**config.mk**
```make
export PLATFORM = sky130hd
export DESIGN_NAME = pemux_port_e
export DESIGN_NICKNAME = d
export VERILOG_FILES = /design/src/include/pemux_pkg.sv /design/src/hdl/pemux_port_e.sv
export SDC_FILE = /design/constraint.sdc
export NUM_CORES = 1
export LEC_CHECK = 0
export BUFFER_PORTS_ARGS = -buffer_cell sky130_fd_sc_hd__buf_2
export CORE_MARGIN = 2
export CORE_UTILIZATION = 43
export DETAILED_ROUTE_END_ITERATION = 10
export PLACE_DENSITY = 0.77
export SLEW_MARGIN = 0
export SYNTH_ARGS = -nofsm -noshare
export SYNTH_HDL_FRONTEND = slang
export SYNTH_SLANG_ARGS = --single-unit
export TNS_END_PERCENT = 100
```
**constraint.sdc**
```tcl
create_clock -name clk_i -period 2 [get_ports clk_i]
set_clock_uncertainty 0.05 [all_clocks]
set_input_delay 0.3 -clock clk_i [delete_from_list [all_inputs] [get_ports clk_i]]
set_output_delay 0.3 -clock clk_i [all_outputs]
set_load 0.05 [all_outputs]
```
**src/include/pemux_pkg.sv**
```systemverilog
// Purpose: constants, register map and reset values for the port E function mux
// Assumes: 32-bit classic Wishbone, one register per aligned word
// Notes: register index times four gives the byte address

package pemux_pkg;

  // ****************************************
  // register indices
  // ****************************************
  localparam logic [5:0] IDX_PIN_DATA = 6'h08;
  localparam logic [5:0] IDX_PIN_DIR = 6'h09;
  localparam logic [5:0] IDX_FUNC_ASSIGN = 6'h0a;
  localparam logic [5:0] IDX_PULLUP_CTRL = 6'h0c;

  // ****************************************
  // fields and masks
  // ****************************************
  localparam int AUX_RESET_ENABLE_BIT = 7;
  localparam int PLL_TEST_OUT_ENABLE_BIT = 6;
  localparam int PIPE_STATUS_ENABLE_BIT = 5;
  localparam int NO_EXT_ECLOCK_BIT = 4;
  localparam int LOW_STROBE_ENABLE_BIT = 3;
  localparam int RW_PIN_ENABLE_BIT = 2;
  localparam int PULLUP_ENABLE_H_BIT = 7;
  localparam int PULLUP_ENABLE_G_BIT = 6;
  localparam int PULLUP_ENABLE_E_BIT = 4;
  localparam int MODE_LANE_LO = 8;
  localparam logic [7:0] WRITABLE_MASK = 8'hfc;
  localparam logic [7:0] PULLUP_RESET = 8'hff;
  localparam logic [7:0] ZERO_BYTE = 8'h00;
  localparam logic [7:0] NARROW_PIN3_RESET = 8'h08;

  // ****************************************
  // operating modes, {bkgd, mode b, mode a}
  // ****************************************
  localparam logic [2:0] MODE_SPECIAL_SINGLE = 3'h0;
  localparam logic [2:0] MODE_SPECIAL_NARROW = 3'h1;
  localparam logic [2:0] MODE_SPECIAL_PERIPH = 3'h2;
  localparam logic [2:0] MODE_SPECIAL_WIDE = 3'h3;
  localparam logic [2:0] MODE_NORMAL_SINGLE = 3'h4;
  localparam logic [2:0] MODE_NORMAL_NARROW = 3'h5;
  localparam logic [2:0] MODE_FORCED_PERIPH = 3'h6;
  localparam logic [2:0] MODE_NORMAL_WIDE = 3'h7;

  localparam logic [7:0] ASSIGN_RESET_SPECIAL = 8'h2c;
  localparam logic [7:0] ASSIGN_RESET_PERIPH = 8'h50;
  localparam logic [7:0] ASSIGN_RESET_NORMAL_SINGLE = 8'h10;
  localparam logic [7:0] ASSIGN_RESET_NORMAL_EXP = 8'h00;

  // reset value of the assignment register for a mode
  function automatic logic [7:0] pemux_assign_reset(input logic [2:0] mode);
    logic [7:0] val;
    val = ASSIGN_RESET_NORMAL_EXP;
    unique case (mode)
      MODE_SPECIAL_SINGLE, MODE_SPECIAL_NARROW, MODE_SPECIAL_WIDE:
        val = ASSIGN_RESET_SPECIAL;
      MODE_SPECIAL_PERIPH, MODE_FORCED_PERIPH:
        val = ASSIGN_RESET_PERIPH;
      MODE_NORMAL_SINGLE:
        val = ASSIGN_RESET_NORMAL_SINGLE;
      MODE_NORMAL_NARROW, MODE_NORMAL_WIDE:
        val = ASSIGN_RESET_NORMAL_EXP;
    endcase
    return val;
  endfunction : pemux_assign_reset

endpackage : pemux_pkg

```
**src/hdl/pemux_port_e.sv**
```systemverilog
// Purpose: port E pin mux with data, direction, assignment and pull-up registers
// Assumes: mode and bus-control sources are on clk_i; pins are asynchronous
// Notes: absent registers read zero and drop writes but still acknowledge
`timescale 1ns/1ps
`default_nettype none

module pemux_port_e #(
  parameter int ADDR_W = 8
) (
  input wire logic clk_i,
  input wire logic rst_i,
  // classic wishbone slave
  input wire logic wb_cyc_i,
  input wire logic wb_stb_i,
  input wire logic wb_we_i,
  input wire logic [ADDR_W-1:0] wb_adr_i,
  input wire logic [3:0] wb_sel_i,
  input wire logic [31:0] wb_dat_i,
  output logic [31:0] wb_dat_o,
  output logic wb_ack_o,
  // operating mode and mode register bits from the mode logic, and the mode register write back to it
  input wire logic [2:0] mode_i,
  input wire logic emulate_port_e_i,
  input wire logic internal_visibility_i,
  input wire logic e_clock_stretch_i,
  output logic mode_wr_o,
  output logic [7:0] mode_wdata_o,
  // internal bus control sources
  input wire logic bus_e_clock_i,
  input wire logic queue_status_hi_i,
  input wire logic queue_status_lo_i,
  input wire logic low_byte_strobe_i,
  input wire logic rw_pin_i,
  input wire logic pll_test_i,
  // port e pins
  input wire logic [7:0] pe_pin_i,
  output logic [7:0] pe_pin_o,
  output logic [7:0] pe_pin_oe_o,
  output logic [7:0] pe_pullup_o,
  // derived inputs and the pull-up control register
  output logic aux_reset_in_o,
  output logic nonmaskable_int_in_o,
  output logic maskable_int_in_n_o,
  output logic bus_e_clock_in_o,
  output logic [7:0] pullup_ctrl_reg_o
);

  // ****************************************
  // state
  // ****************************************
  typedef struct packed {
    logic ack;
    logic [7:0] rdata;
    logic [7:0] pin_data_reg_e;
    logic [7:0] pin_direction_reg_e;
    logic [7:0] function_assign_reg;
    logic assign_written;
    logic [7:0] pullup_ctrl_reg;
    logic [7:0] pin_meta;
    logic [7:0] pin_sync;
    logic mode_wr;
    logic [7:0] mode_wdata;
  } pemux_state_t;

  pemux_state_t st_q;
  pemux_state_t st_d;

  // ****************************************
  // mode decode
  // ****************************************
  logic is_special;
  logic is_single;
  logic is_periph;
  logic is_normal_narrow;
  logic is_normal_exp;
  logic is_expanded;
  assign is_special = ~mode_i[2];
  assign is_single = (mode_i == pemux_pkg::MODE_SPECIAL_SINGLE)
                   | (mode_i == pemux_pkg::MODE_NORMAL_SINGLE);
  assign is_periph = (mode_i == pemux_pkg::MODE_SPECIAL_PERIPH)
                   | (mode_i == pemux_pkg::MODE_FORCED_PERIPH);
  assign is_normal_narrow = (mode_i == pemux_pkg::MODE_NORMAL_NARROW);
  assign is_normal_exp = is_normal_narrow | (mode_i == pemux_pkg::MODE_NORMAL_WIDE);
  assign is_expanded = ~is_single & ~is_periph;

  // ****************************************
  // function selection
  // ****************************************
  logic [7:0] far;
  logic sel_aux_reset;
  logic sel_pipe;
  logic sel_pll;
  logic sel_bus_e_clock;
  logic sel_low_byte_strobe;
  logic sel_rw;
  assign far = st_q.function_assign_reg;
  assign sel_aux_reset = far[pemux_pkg::AUX_RESET_ENABLE_BIT];
  assign sel_pipe = far[pemux_pkg::PIPE_STATUS_ENABLE_BIT] & ~is_single;
  // pipe status takes priority over the pll test output
  assign sel_pll = far[pemux_pkg::PLL_TEST_OUT_ENABLE_BIT] & ~is_single
                 & ~is_normal_exp & ~sel_pipe;
  assign sel_bus_e_clock = ~far[pemux_pkg::NO_EXT_ECLOCK_BIT]
                  & (~is_single | internal_visibility_i | ~e_clock_stretch_i);
  assign sel_low_byte_strobe = far[pemux_pkg::LOW_STROBE_ENABLE_BIT] & ~is_single
                   & ~is_normal_narrow;
  assign sel_rw = far[pemux_pkg::RW_PIN_ENABLE_BIT] & ~is_single;

  // ****************************************
  // pin drive
  // ****************************************
  always_comb
  begin
    // general-purpose default, direction bit decides
    pe_pin_o = st_q.pin_data_reg_e;
    pe_pin_oe_o = st_q.pin_direction_reg_e & pemux_pkg::WRITABLE_MASK;
    if (sel_aux_reset)
    begin
      pe_pin_oe_o[7] = 1'b0;
    end
    if (sel_pipe)
    begin
      pe_pin_o[6] = queue_status_hi_i;
      pe_pin_o[5] = queue_status_lo_i;
      pe_pin_oe_o[6] = 1'b1;
      pe_pin_oe_o[5] = 1'b1;
    end
    else if (sel_pll)
    begin
      pe_pin_o[6] = pll_test_i;
      pe_pin_oe_o[6] = 1'b1;
    end
    if (sel_bus_e_clock)
    begin
      // peripheral mode receives e clock from the external master
      pe_pin_o[4] = bus_e_clock_i;
      pe_pin_oe_o[4] = ~is_periph;
    end
    if (sel_low_byte_strobe)
    begin
      pe_pin_o[3] = low_byte_strobe_i;
      pe_pin_oe_o[3] = 1'b1;
    end
    if (sel_rw)
    begin
      pe_pin_o[2] = rw_pin_i;
      pe_pin_oe_o[2] = 1'b1;
    end
    pe_pin_oe_o[1:0] = 2'b00;
  end

  // pull-ups only on input pins; irq input always pulled
  logic pup_e;
  assign pup_e = st_q.pullup_ctrl_reg[pemux_pkg::PULLUP_ENABLE_E_BIT];
  always_comb
  begin
    pe_pullup_o = pemux_pkg::ZERO_BYTE;
    pe_pullup_o[3] = pup_e & ~pe_pin_oe_o[3];
    pe_pullup_o[2] = pup_e & ~pe_pin_oe_o[2];
    pe_pullup_o[1] = 1'b1;
    pe_pullup_o[0] = pup_e;
  end

  // reset timing is applied by the reset controller, as for the reset pin
  assign aux_reset_in_o = sel_aux_reset & st_q.pin_sync[7];
  assign nonmaskable_int_in_o = st_q.pin_sync[0];
  assign maskable_int_in_n_o = st_q.pin_sync[1];
  assign bus_e_clock_in_o = st_q.pin_sync[4];
  assign pullup_ctrl_reg_o = st_q.pullup_ctrl_reg;
  assign wb_ack_o = st_q.ack;
  assign wb_dat_o = {24'h000000, st_q.rdata};
  assign mode_wr_o = st_q.mode_wr;
  assign mode_wdata_o = st_q.mode_wdata;

  // ****************************************
  // register access
  // ****************************************
  logic req;
  logic [5:0] idx;
  logic port_mapped;
  logic assign_mapped;
  logic pullup_mapped;
  logic wr_lane;
  logic [7:0] wdata;
  logic [7:0] pin_view;
  assign req = wb_cyc_i & wb_stb_i & ~st_q.ack;
  assign idx = wb_adr_i[7:2];
  assign port_mapped = ~is_periph & ~(is_expanded & emulate_port_e_i);
  assign assign_mapped = ~is_periph;
  assign pullup_mapped = ~is_periph;
  assign wr_lane = wb_we_i & wb_sel_i[0];
  assign wdata = wb_dat_i[7:0];
  // outputs read back the latch, inputs the synchronised pin
  assign pin_view = (st_q.pin_data_reg_e & pe_pin_oe_o) | (st_q.pin_sync & ~pe_pin_oe_o);

  logic [7:0] far_wmask;
  always_comb
  begin
    far_wmask = pemux_pkg::ZERO_BYTE;
    far_wmask[pemux_pkg::AUX_RESET_ENABLE_BIT] = 1'b1;
    // one shared first-write flag for the protected bits
    far_wmask[pemux_pkg::PLL_TEST_OUT_ENABLE_BIT] = is_special & st_q.assign_written;
    far_wmask[pemux_pkg::PIPE_STATUS_ENABLE_BIT] =
      is_special ? st_q.assign_written : ~st_q.assign_written;
    far_wmask[pemux_pkg::LOW_STROBE_ENABLE_BIT] =
      far_wmask[pemux_pkg::PIPE_STATUS_ENABLE_BIT];
    far_wmask[pemux_pkg::RW_PIN_ENABLE_BIT] = far_wmask[pemux_pkg::PIPE_STATUS_ENABLE_BIT];
    far_wmask[pemux_pkg::NO_EXT_ECLOCK_BIT] = ~is_special;
  end

  always_comb
  begin
    st_d = st_q;
    st_d.pin_meta = pe_pin_i;
    st_d.pin_sync = st_q.pin_meta;
    st_d.ack = req;
    st_d.mode_wr = 1'b0;
    if (req)
    begin
      st_d.rdata = pemux_pkg::ZERO_BYTE;
      unique case (idx)
        pemux_pkg::IDX_PIN_DATA:
          if (port_mapped)
          begin
            st_d.rdata = pin_view;
            if (wr_lane)
            begin
              st_d.pin_data_reg_e = wdata;
            end
          end
        pemux_pkg::IDX_PIN_DIR:
          if (port_mapped)
          begin
            st_d.rdata = st_q.pin_direction_reg_e & pemux_pkg::WRITABLE_MASK;
            if (wr_lane)
            begin
              st_d.pin_direction_reg_e = wdata & pemux_pkg::WRITABLE_MASK;
            end
          end
        pemux_pkg::IDX_FUNC_ASSIGN:
          if (assign_mapped)
          begin
            st_d.rdata = far & pemux_pkg::WRITABLE_MASK;
            if (wr_lane)
            begin
              st_d.function_assign_reg = ((far & ~far_wmask) | (wdata & far_wmask))
                                       & pemux_pkg::WRITABLE_MASK;
              st_d.assign_written = 1'b1;
            end
            // mode byte rides in the next lane so both change on one edge
            if (wb_we_i & wb_sel_i[1])
            begin
              st_d.mode_wr = 1'b1;
              st_d.mode_wdata = wb_dat_i[pemux_pkg::MODE_LANE_LO +: 8];
            end
          end
        pemux_pkg::IDX_PULLUP_CTRL:
          if (pullup_mapped)
          begin
            st_d.rdata = st_q.pullup_ctrl_reg;
            if (wr_lane)
            begin
              st_d.pullup_ctrl_reg = wdata;
            end
          end
        default:
          st_d.rdata = pemux_pkg::ZERO_BYTE;
      endcase
    end
    if (rst_i)
    begin
      st_d = '0;
      st_d.function_assign_reg = pemux_pkg::pemux_assign_reset(mode_i);
      st_d.pullup_ctrl_reg = pemux_pkg::PULLUP_RESET;
      if (is_normal_narrow)
      begin
        // keeps the strobe pin high through and after reset
        st_d.pin_data_reg_e = pemux_pkg::NARROW_PIN3_RESET;
        st_d.pin_direction_reg_e = pemux_pkg::NARROW_PIN3_RESET;
      end
    end
  end

  always_ff @(posedge clk_i)
  begin
    st_q <= st_d;
  end
endmodule : pemux_port_e

`default_nettype wire

```
==> results of run 1 <==
## cell type report
type | instances | area [um^2]
Tap cell | 102 | 128
Clock inverter | 2 | 35.0
Multi-Input combinational cell | 241 | 1510
Inverter | 15 | 56.3
Fill cell | 743 | 3710
Timing Repair Buffer | 114 | 633
Sequential cell | 63 | 1460
Clock buffer | 14 | 194
## kinds of logic (layout without fill, tap and decap cells)
family	count (synthesis)	after routing	share of synthesized area [%]
flip-flops	63	63	42.6
other	2	31	0.219
buffers and inverters	92	145	17.1
AND/OR/NAND/NOR	123	123	21.5
multiplexers	12	12	3.79
AO/OA/AOI/OAI	73	73	14.2
adder cells (fa/ha/maj)	2	2	0.656
## cell usage after synthesis (all sizes together), types with 7 or more instances
cell type,number
buf,70
dfxtp,43
nor2b,23
edfxtp,20
o21ai,20
nand3,19
nand2,18
and2,15
inv,15
nor2,14
o211ai,12
a21oi,11
mux2,8
clkbuf,7
## flip-flops by register name, indices dropped and copies added (netlist names)
register,count
pe_pin_o,3
st_q,25
maskable_int_in_n_o,1
pullup_ctrl_reg_o,8
mode_wr_o,1
wb_dat_o,8
far,6
mode_wdata_o,8
nonmaskable_int_in_o,1
wb_ack_o,1
bus_e_clock_in_o,1
## stage by stage
step                      hold slack [ns]  std cells  util, %
after floorplan                     0.364        396        -
after global placement              0.371        533     48.8
after detailed placement            0.370        533     48.8
after CTS                           0.100        549     51.7
after global routing                0.108        551     51.9
final                               0.114        551     51.9
## metal layers
layer	vias to the layer above	part of all wire [%]	GRT usage, %
met2	132	49	33.0
met1	1294	41	24.4
li1	1358	-	-
met3	13	7.7	3.79
met4	0	2.0	11.2
met5	-	0	0
## what timing repair did
item | CTS | global route
gates resized for setup | 0 | 1
hold buffers | 0 | 0
endpoints found under the hold margin | 0 | 0
endpoints found under the setup margin | 0 | 2
buffers inserted | 0 | 2
## cell usage in the layout (no fill, tap or decap), types with 7 or more instances in the layout
master and n:
buf_2 94, dfxtp_1 42, conb_1 31, nor2b_1 23, edfxtp_1 20, nand3_1 19
nand2_1 18, buf_4 18, inv_1 15, o21ai_1 15, and2_1 14, nor2_1 12
o211ai_1 12, clkbuf_8 12, a21oi_1 11, mux2_2 7
## worst max-delay path, delay by kind of cell, from the launching register on
kind	cells	cell delay, ns
DFF	1	0.48
AOI/OAI and AO/OA	1	0.20
muxes	1	0.35
buffers and inverters	1	0.21
## power by group through the flow
stage	Clock, mW	Combinational [mW]	Sequential [mW]
floorplan	0	0.448	1.42
finish	1.25	0.560	1.39
CTS	1.27	0.551	1.39
global route	1.32	0.593	1.39
detailed placement	0	0.550	1.42
global placement	0	0.544	1.41
## worst max-delay path by stage
stage	to	slack [ns]	cells past startpoint
floorplan	wb_dat_o[4]	-0.15	5
global placement	pullup_ctrl_reg_o[1]	0.09	5
detailed placement	pullup_ctrl_reg_o[6]	0.07	5
CTS	pe_pin_o[5]	0.03	3
global route	pe_pin_o[6]	0.01	5
finish	pe_pin_o[4]	0.06	3
==> results.txt, run 1 <==
RSZ-0062 raised after global routing: no
crit path capture type: primary output
DP HPWL: 6.59 mm
critical path type: reg -> out
Yosys top cell by area: dfxtp_1
WHS Path Cells: 2
Min-Delay Path Class: in -> reg
Hold EP: st_q[20]
layout cell share with drive strength beyond 1: 33.6%
Critical Path RT: 1.65 ns
P&R area growth vs syn: 16.9%
Netlist cell types: 54
Die Span Y: 93.4 um
maximum buffer depth of the clock tree: 2
reg2reg start: wb_ack_o
startpoint types: register
CTS tree: built
sequential area share after synthesis: 42.6%
Synth area leaders: dfxtp_1 (25%), edfxtp_1 (17%), buf_4 (13%)
outcome: finished, final reports clean
final setup fails: 0
Leak: 1.78 nW
DR pass1 iterations: 4
Yosys reg bits: 63
synthesized area: 3430 um^2
asr flop ratio synth: 0%
H-tree Lvls: 3
Placer Congestion: 0.896
Root Buffer: clkbuf_8
worst slew pin tran: 0.518 ns
initial DRC count: 165
Ant. Diodes: 0
first-pass GRT wire length: 13.1 mm
Fmax achieved: 517 MHz
Port Buffer Count: 95
setup slack on the worst flop-to-flop path: 0.17 ns
area post-placement: 3770 um^2
clk_lat worst skew: 0.34 ns
period utilisation layout: 96.8%
Fin. Hold Viols: 0
VDD IR max: 0.361 mV
drt wl/cell: 15.8 um
top cell type's share of synthesized area: 25.1%
area of the die: 8720 um^2
Psw: 930 uW
Hold Crit Start: pe_pin_i[3]
P_int: 2.27 mW
Setup TNS: 0 ns
reg2reg path depth: 4
CTS Buf Count: 9
Final Instance Area: 4010 um^2
Clock Power Share: 39.1%
YS warnings: 0
CP startpoint: far[4]
Core Region: 7730 um^2
Crit-path slowest cell: edfxtp_1
Reg clk slew, reported paths: 0.06 ns
Main synth FF type: dfxtp_1
post-route minimum period: 1.94 ns
Initial Util: 44.4%
routed wire length: 8.71 mm
pin count of the biggest net entering global routing: 26
GRT Util Overall: 20.0%
DRC violations left: 0
worst-path maximum fanout: 5
overall power: 3.20 mW
syn_area_per_cell: 9.36 um^2
Slew HR: 65.3%
Max Cap Violations: 0
Row Count: 32
sw frac: 29.1%
PnR worst setup slack: 0.0647 ns
Post-Place Setup Slack: 0.0689 ns
combinational share of power: 17.5%
CP Data Arrival Time: 1.59 ns
# IOs: 147
Sequential Power Share: 43.4%
Slew Limit Fails: 0
total number of vias: 2,797
gr ovfl total: 0
antenna violations before repair: 0
synthesized instance count: 367
Worst path max stage delay: 0.48 ns
nets@finish: 514
EDFF count, synth: 20
Die X: 93.4 um
drt via density: 5.08
vias in the first global route: 2,565
pwr/cell area: 797 nW/um^2
Sinks on Clock Net: 63
Routed Antenna Nets: 0
CP Cell Sequence: a21oi_1 > mux2_2 > buf_2
capturing point of the worst reg2reg path: pullup_ctrl_reg_o[5]
Power figures use the tool's default switching activity.
==> inputs of run 2 (changes only) <==
CORE_UTILIZATION = 48   (was 43)
PLACE_DENSITY = 0.81   (was 0.77)
clock period = 1.9 ns   (was 2 ns; I/O delays follow)
==> results.txt, run 2 (synthesis gave the netlist of run 1 again) <==
layout cell share with drive strength beyond 1: 36.3% (+2.6 points)
clk_lat worst skew: 0.33 ns (about the same)
Min-Delay Path Class: in -> reg
routed wire length: 8.62 mm (-1.0%)
Placer Congestion: 0.924 (+3.1%)
post-route minimum period: 1.86 ns
Hold Worst Slack: 0.107 ns (-0.00641 ns)
CTS tree: built
Slew HR: 60.9% (-4.4 points)
CTS Buf Count: 9 (unchanged)
VDD IR max: 0.385 mV (+6.7%)
CP Data Arrival Time: 1.52 ns (-0.07 ns)
Post-Place Setup Slack: 0.00521 ns (-0.0637 ns)
Root Buffer: clkbuf_8
H-tree Lvls: 3 (unchanged)
initial DRC count: 217 (+32%)
DR pass1 iterations: 7 (+3)
Ant. Diodes: 0 (unchanged)
multi-input combinational cell area: 1510 um^2 (+0.50%)
max FFs per register: 25 (unchanged)
DRC violations left: 0 (unchanged)
Die X: 88.6 um (-5.1%)
FF+latch area: 1460 um^2 (unchanged)
overall power: 3.23 mW (+1.1%)
WHS Path Cells: 2 (unchanged)
area of the die: 7850 um^2 (-10%)
Port Buffer Count: 95 (unchanged)
placed cell count: 540 (+1.3%)
Worst path max stage delay: 0.48 ns (about the same)
Critical Path RT: 1.56 ns (-0.09 ns)
reg2reg path depth: 5 (+1)
Row Count: 30 (-6.3%)
Max Cap Violations: 0 (unchanged)
Hold Crit Start: pe_pin_i[0]
Fmax achieved: 539 MHz
Setup TNS: 0 ns (unchanged)
GRT Util Overall: 21.5% (+1.5 points)
worst slew pin tran: 0.572 ns (+0.0533 ns)
antenna violations before repair: 0 (unchanged)
P&R area growth vs syn: 19.8%
critical path type: reg -> out
DP HPWL: 6.63 mm (+0.55%)
CP Cell Sequence: o21ai_0 > mux2_2 > buf_2
# IOs: 147 (unchanged)
worst-path maximum fanout: 5 (unchanged)
reg2reg start: wb_ack_o
Routed Antenna Nets: 0 (unchanged)
Non-Filler Instances: 562 (+2.0%)
delay-heaviest family, CP: flip-flops
outcome: finished, final reports clean
crit path capture type: primary output
PnR worst setup slack: 0.0443 ns (-0.0204 ns)
period utilisation layout: 97.7%
nets@finish: 531 (+3.3%)
Slew Limit Fails: 0 (unchanged)
Final Instance Area: 4110 um^2 (+2.5%)
first-pass GRT wire length: 12.5 mm (-4.0%)
setup slack on the worst flop-to-flop path: 0.19 ns (+0.02 ns)
pwr/cell area: 786 nW/um^2 (-1.3%)
gr ovfl total: 0 (unchanged)
Crit-path slowest cell: edfxtp_1
total number of vias: 2,905 (+3.9%)
Util after Layout: 59.9% (+7.9 points)
critical path depth in cells: 3 (unchanged)
Initial Util: 50.0% (+5.6 points)
Largest Register: st_q
Core Region: 6870 um^2 (-11%)
commonest non-fill, non-tap cells in the layout: buf_2 (91), dfxtp_1 (42), buf_4 (39), conb_1 (31), nor2b_1 (23)
pin count of the biggest net entering global routing: 20 (-23%)
Fin. Hold Viols: 0 (unchanged)
Crit path buffers/inverters: 1 (unchanged)
startpoint types: register
drt wl/cell: 15.3 um (-2.9%)
commonest non-fill, non-tap cell in the layout: buf_2
final setup fails: 0 (unchanged)
vias in the first global route: 2,515 (-1.9%)
Sinks on Clock Net: 63 (unchanged)
Layout fillers: 626 (-16%)
CP startpoint: far[3]
Reg clk slew, reported paths: 0.07 ns (about the same)
drt via density: 5.17 (+1.8%)
Die Span Y: 88.6 um (-5.1%)
Leak: 1.84 nW (+3.8%)
maximum buffer depth of the clock tree: 2 (unchanged)
area post-placement: 3840 um^2 (+2.1%)
run 2: changes by cell type in the layout (fill, tap and decap cells not counted), sizes merged:
| cell | change |
|---|---|
| clkinvlp | +1 |
| clkbuf | -2 |
| inv | +1 |
| buf | +18 |
| bufinv | -1 |
run 2: path summary, 6_finish.rpt:
| kind | to |
|---|---|
| hold / removal | st_q[17] |
| setup / recovery | pe_pin_o[3] |
| hold reg to reg | st_q[11] |
| setup reg to reg | st_q[52] |
run 2: routing by layer:
| layer | wire (um) | share of wire, % | track usage (%) | vias up |
|---|---|---|---|---|
| met3 | 688 | 8.0 | 3.64 | 13 |
| met2 | 4040 | 47 | 33.7 | 161 |
| met1 | 3680 | 43 | 29.2 | 1341 |
| met5 | 0 | 0 | 0 | - |
| met4 | 206 | 2.4 | 9.64 | 0 |
| li1 | - | - | - | 1390 |
run 2: layout make-up:
| type | count | area share, % |
|---|---|---|
| clock inverters | 3 | 0.517 |
| flip-flops and latches | 63 | 35.6 |
| inverters | 15 | 1.37 |
| repair buffers | 131 | 18.5 |
| clock buffers | 13 | 4.41 |
| multi-input cells | 241 | 36.8 |
| well taps | 96 | 2.92 |
run 2: timing repair:
item,4_1_cts,5_1_grt
setup buffers,0,6
resized for setup,4,4
hold buffers,0,0
endpoints found under the setup margin,3,7
run 2: report_power, final:
group	leakage [nW]	switching [mW]	total, mW	internal [mW]
combinational	1.19	0.433	0.618	0.186
sequential	0.552	0.0284	1.46	1.43
clock	0.100	0.519	1.16	0.636
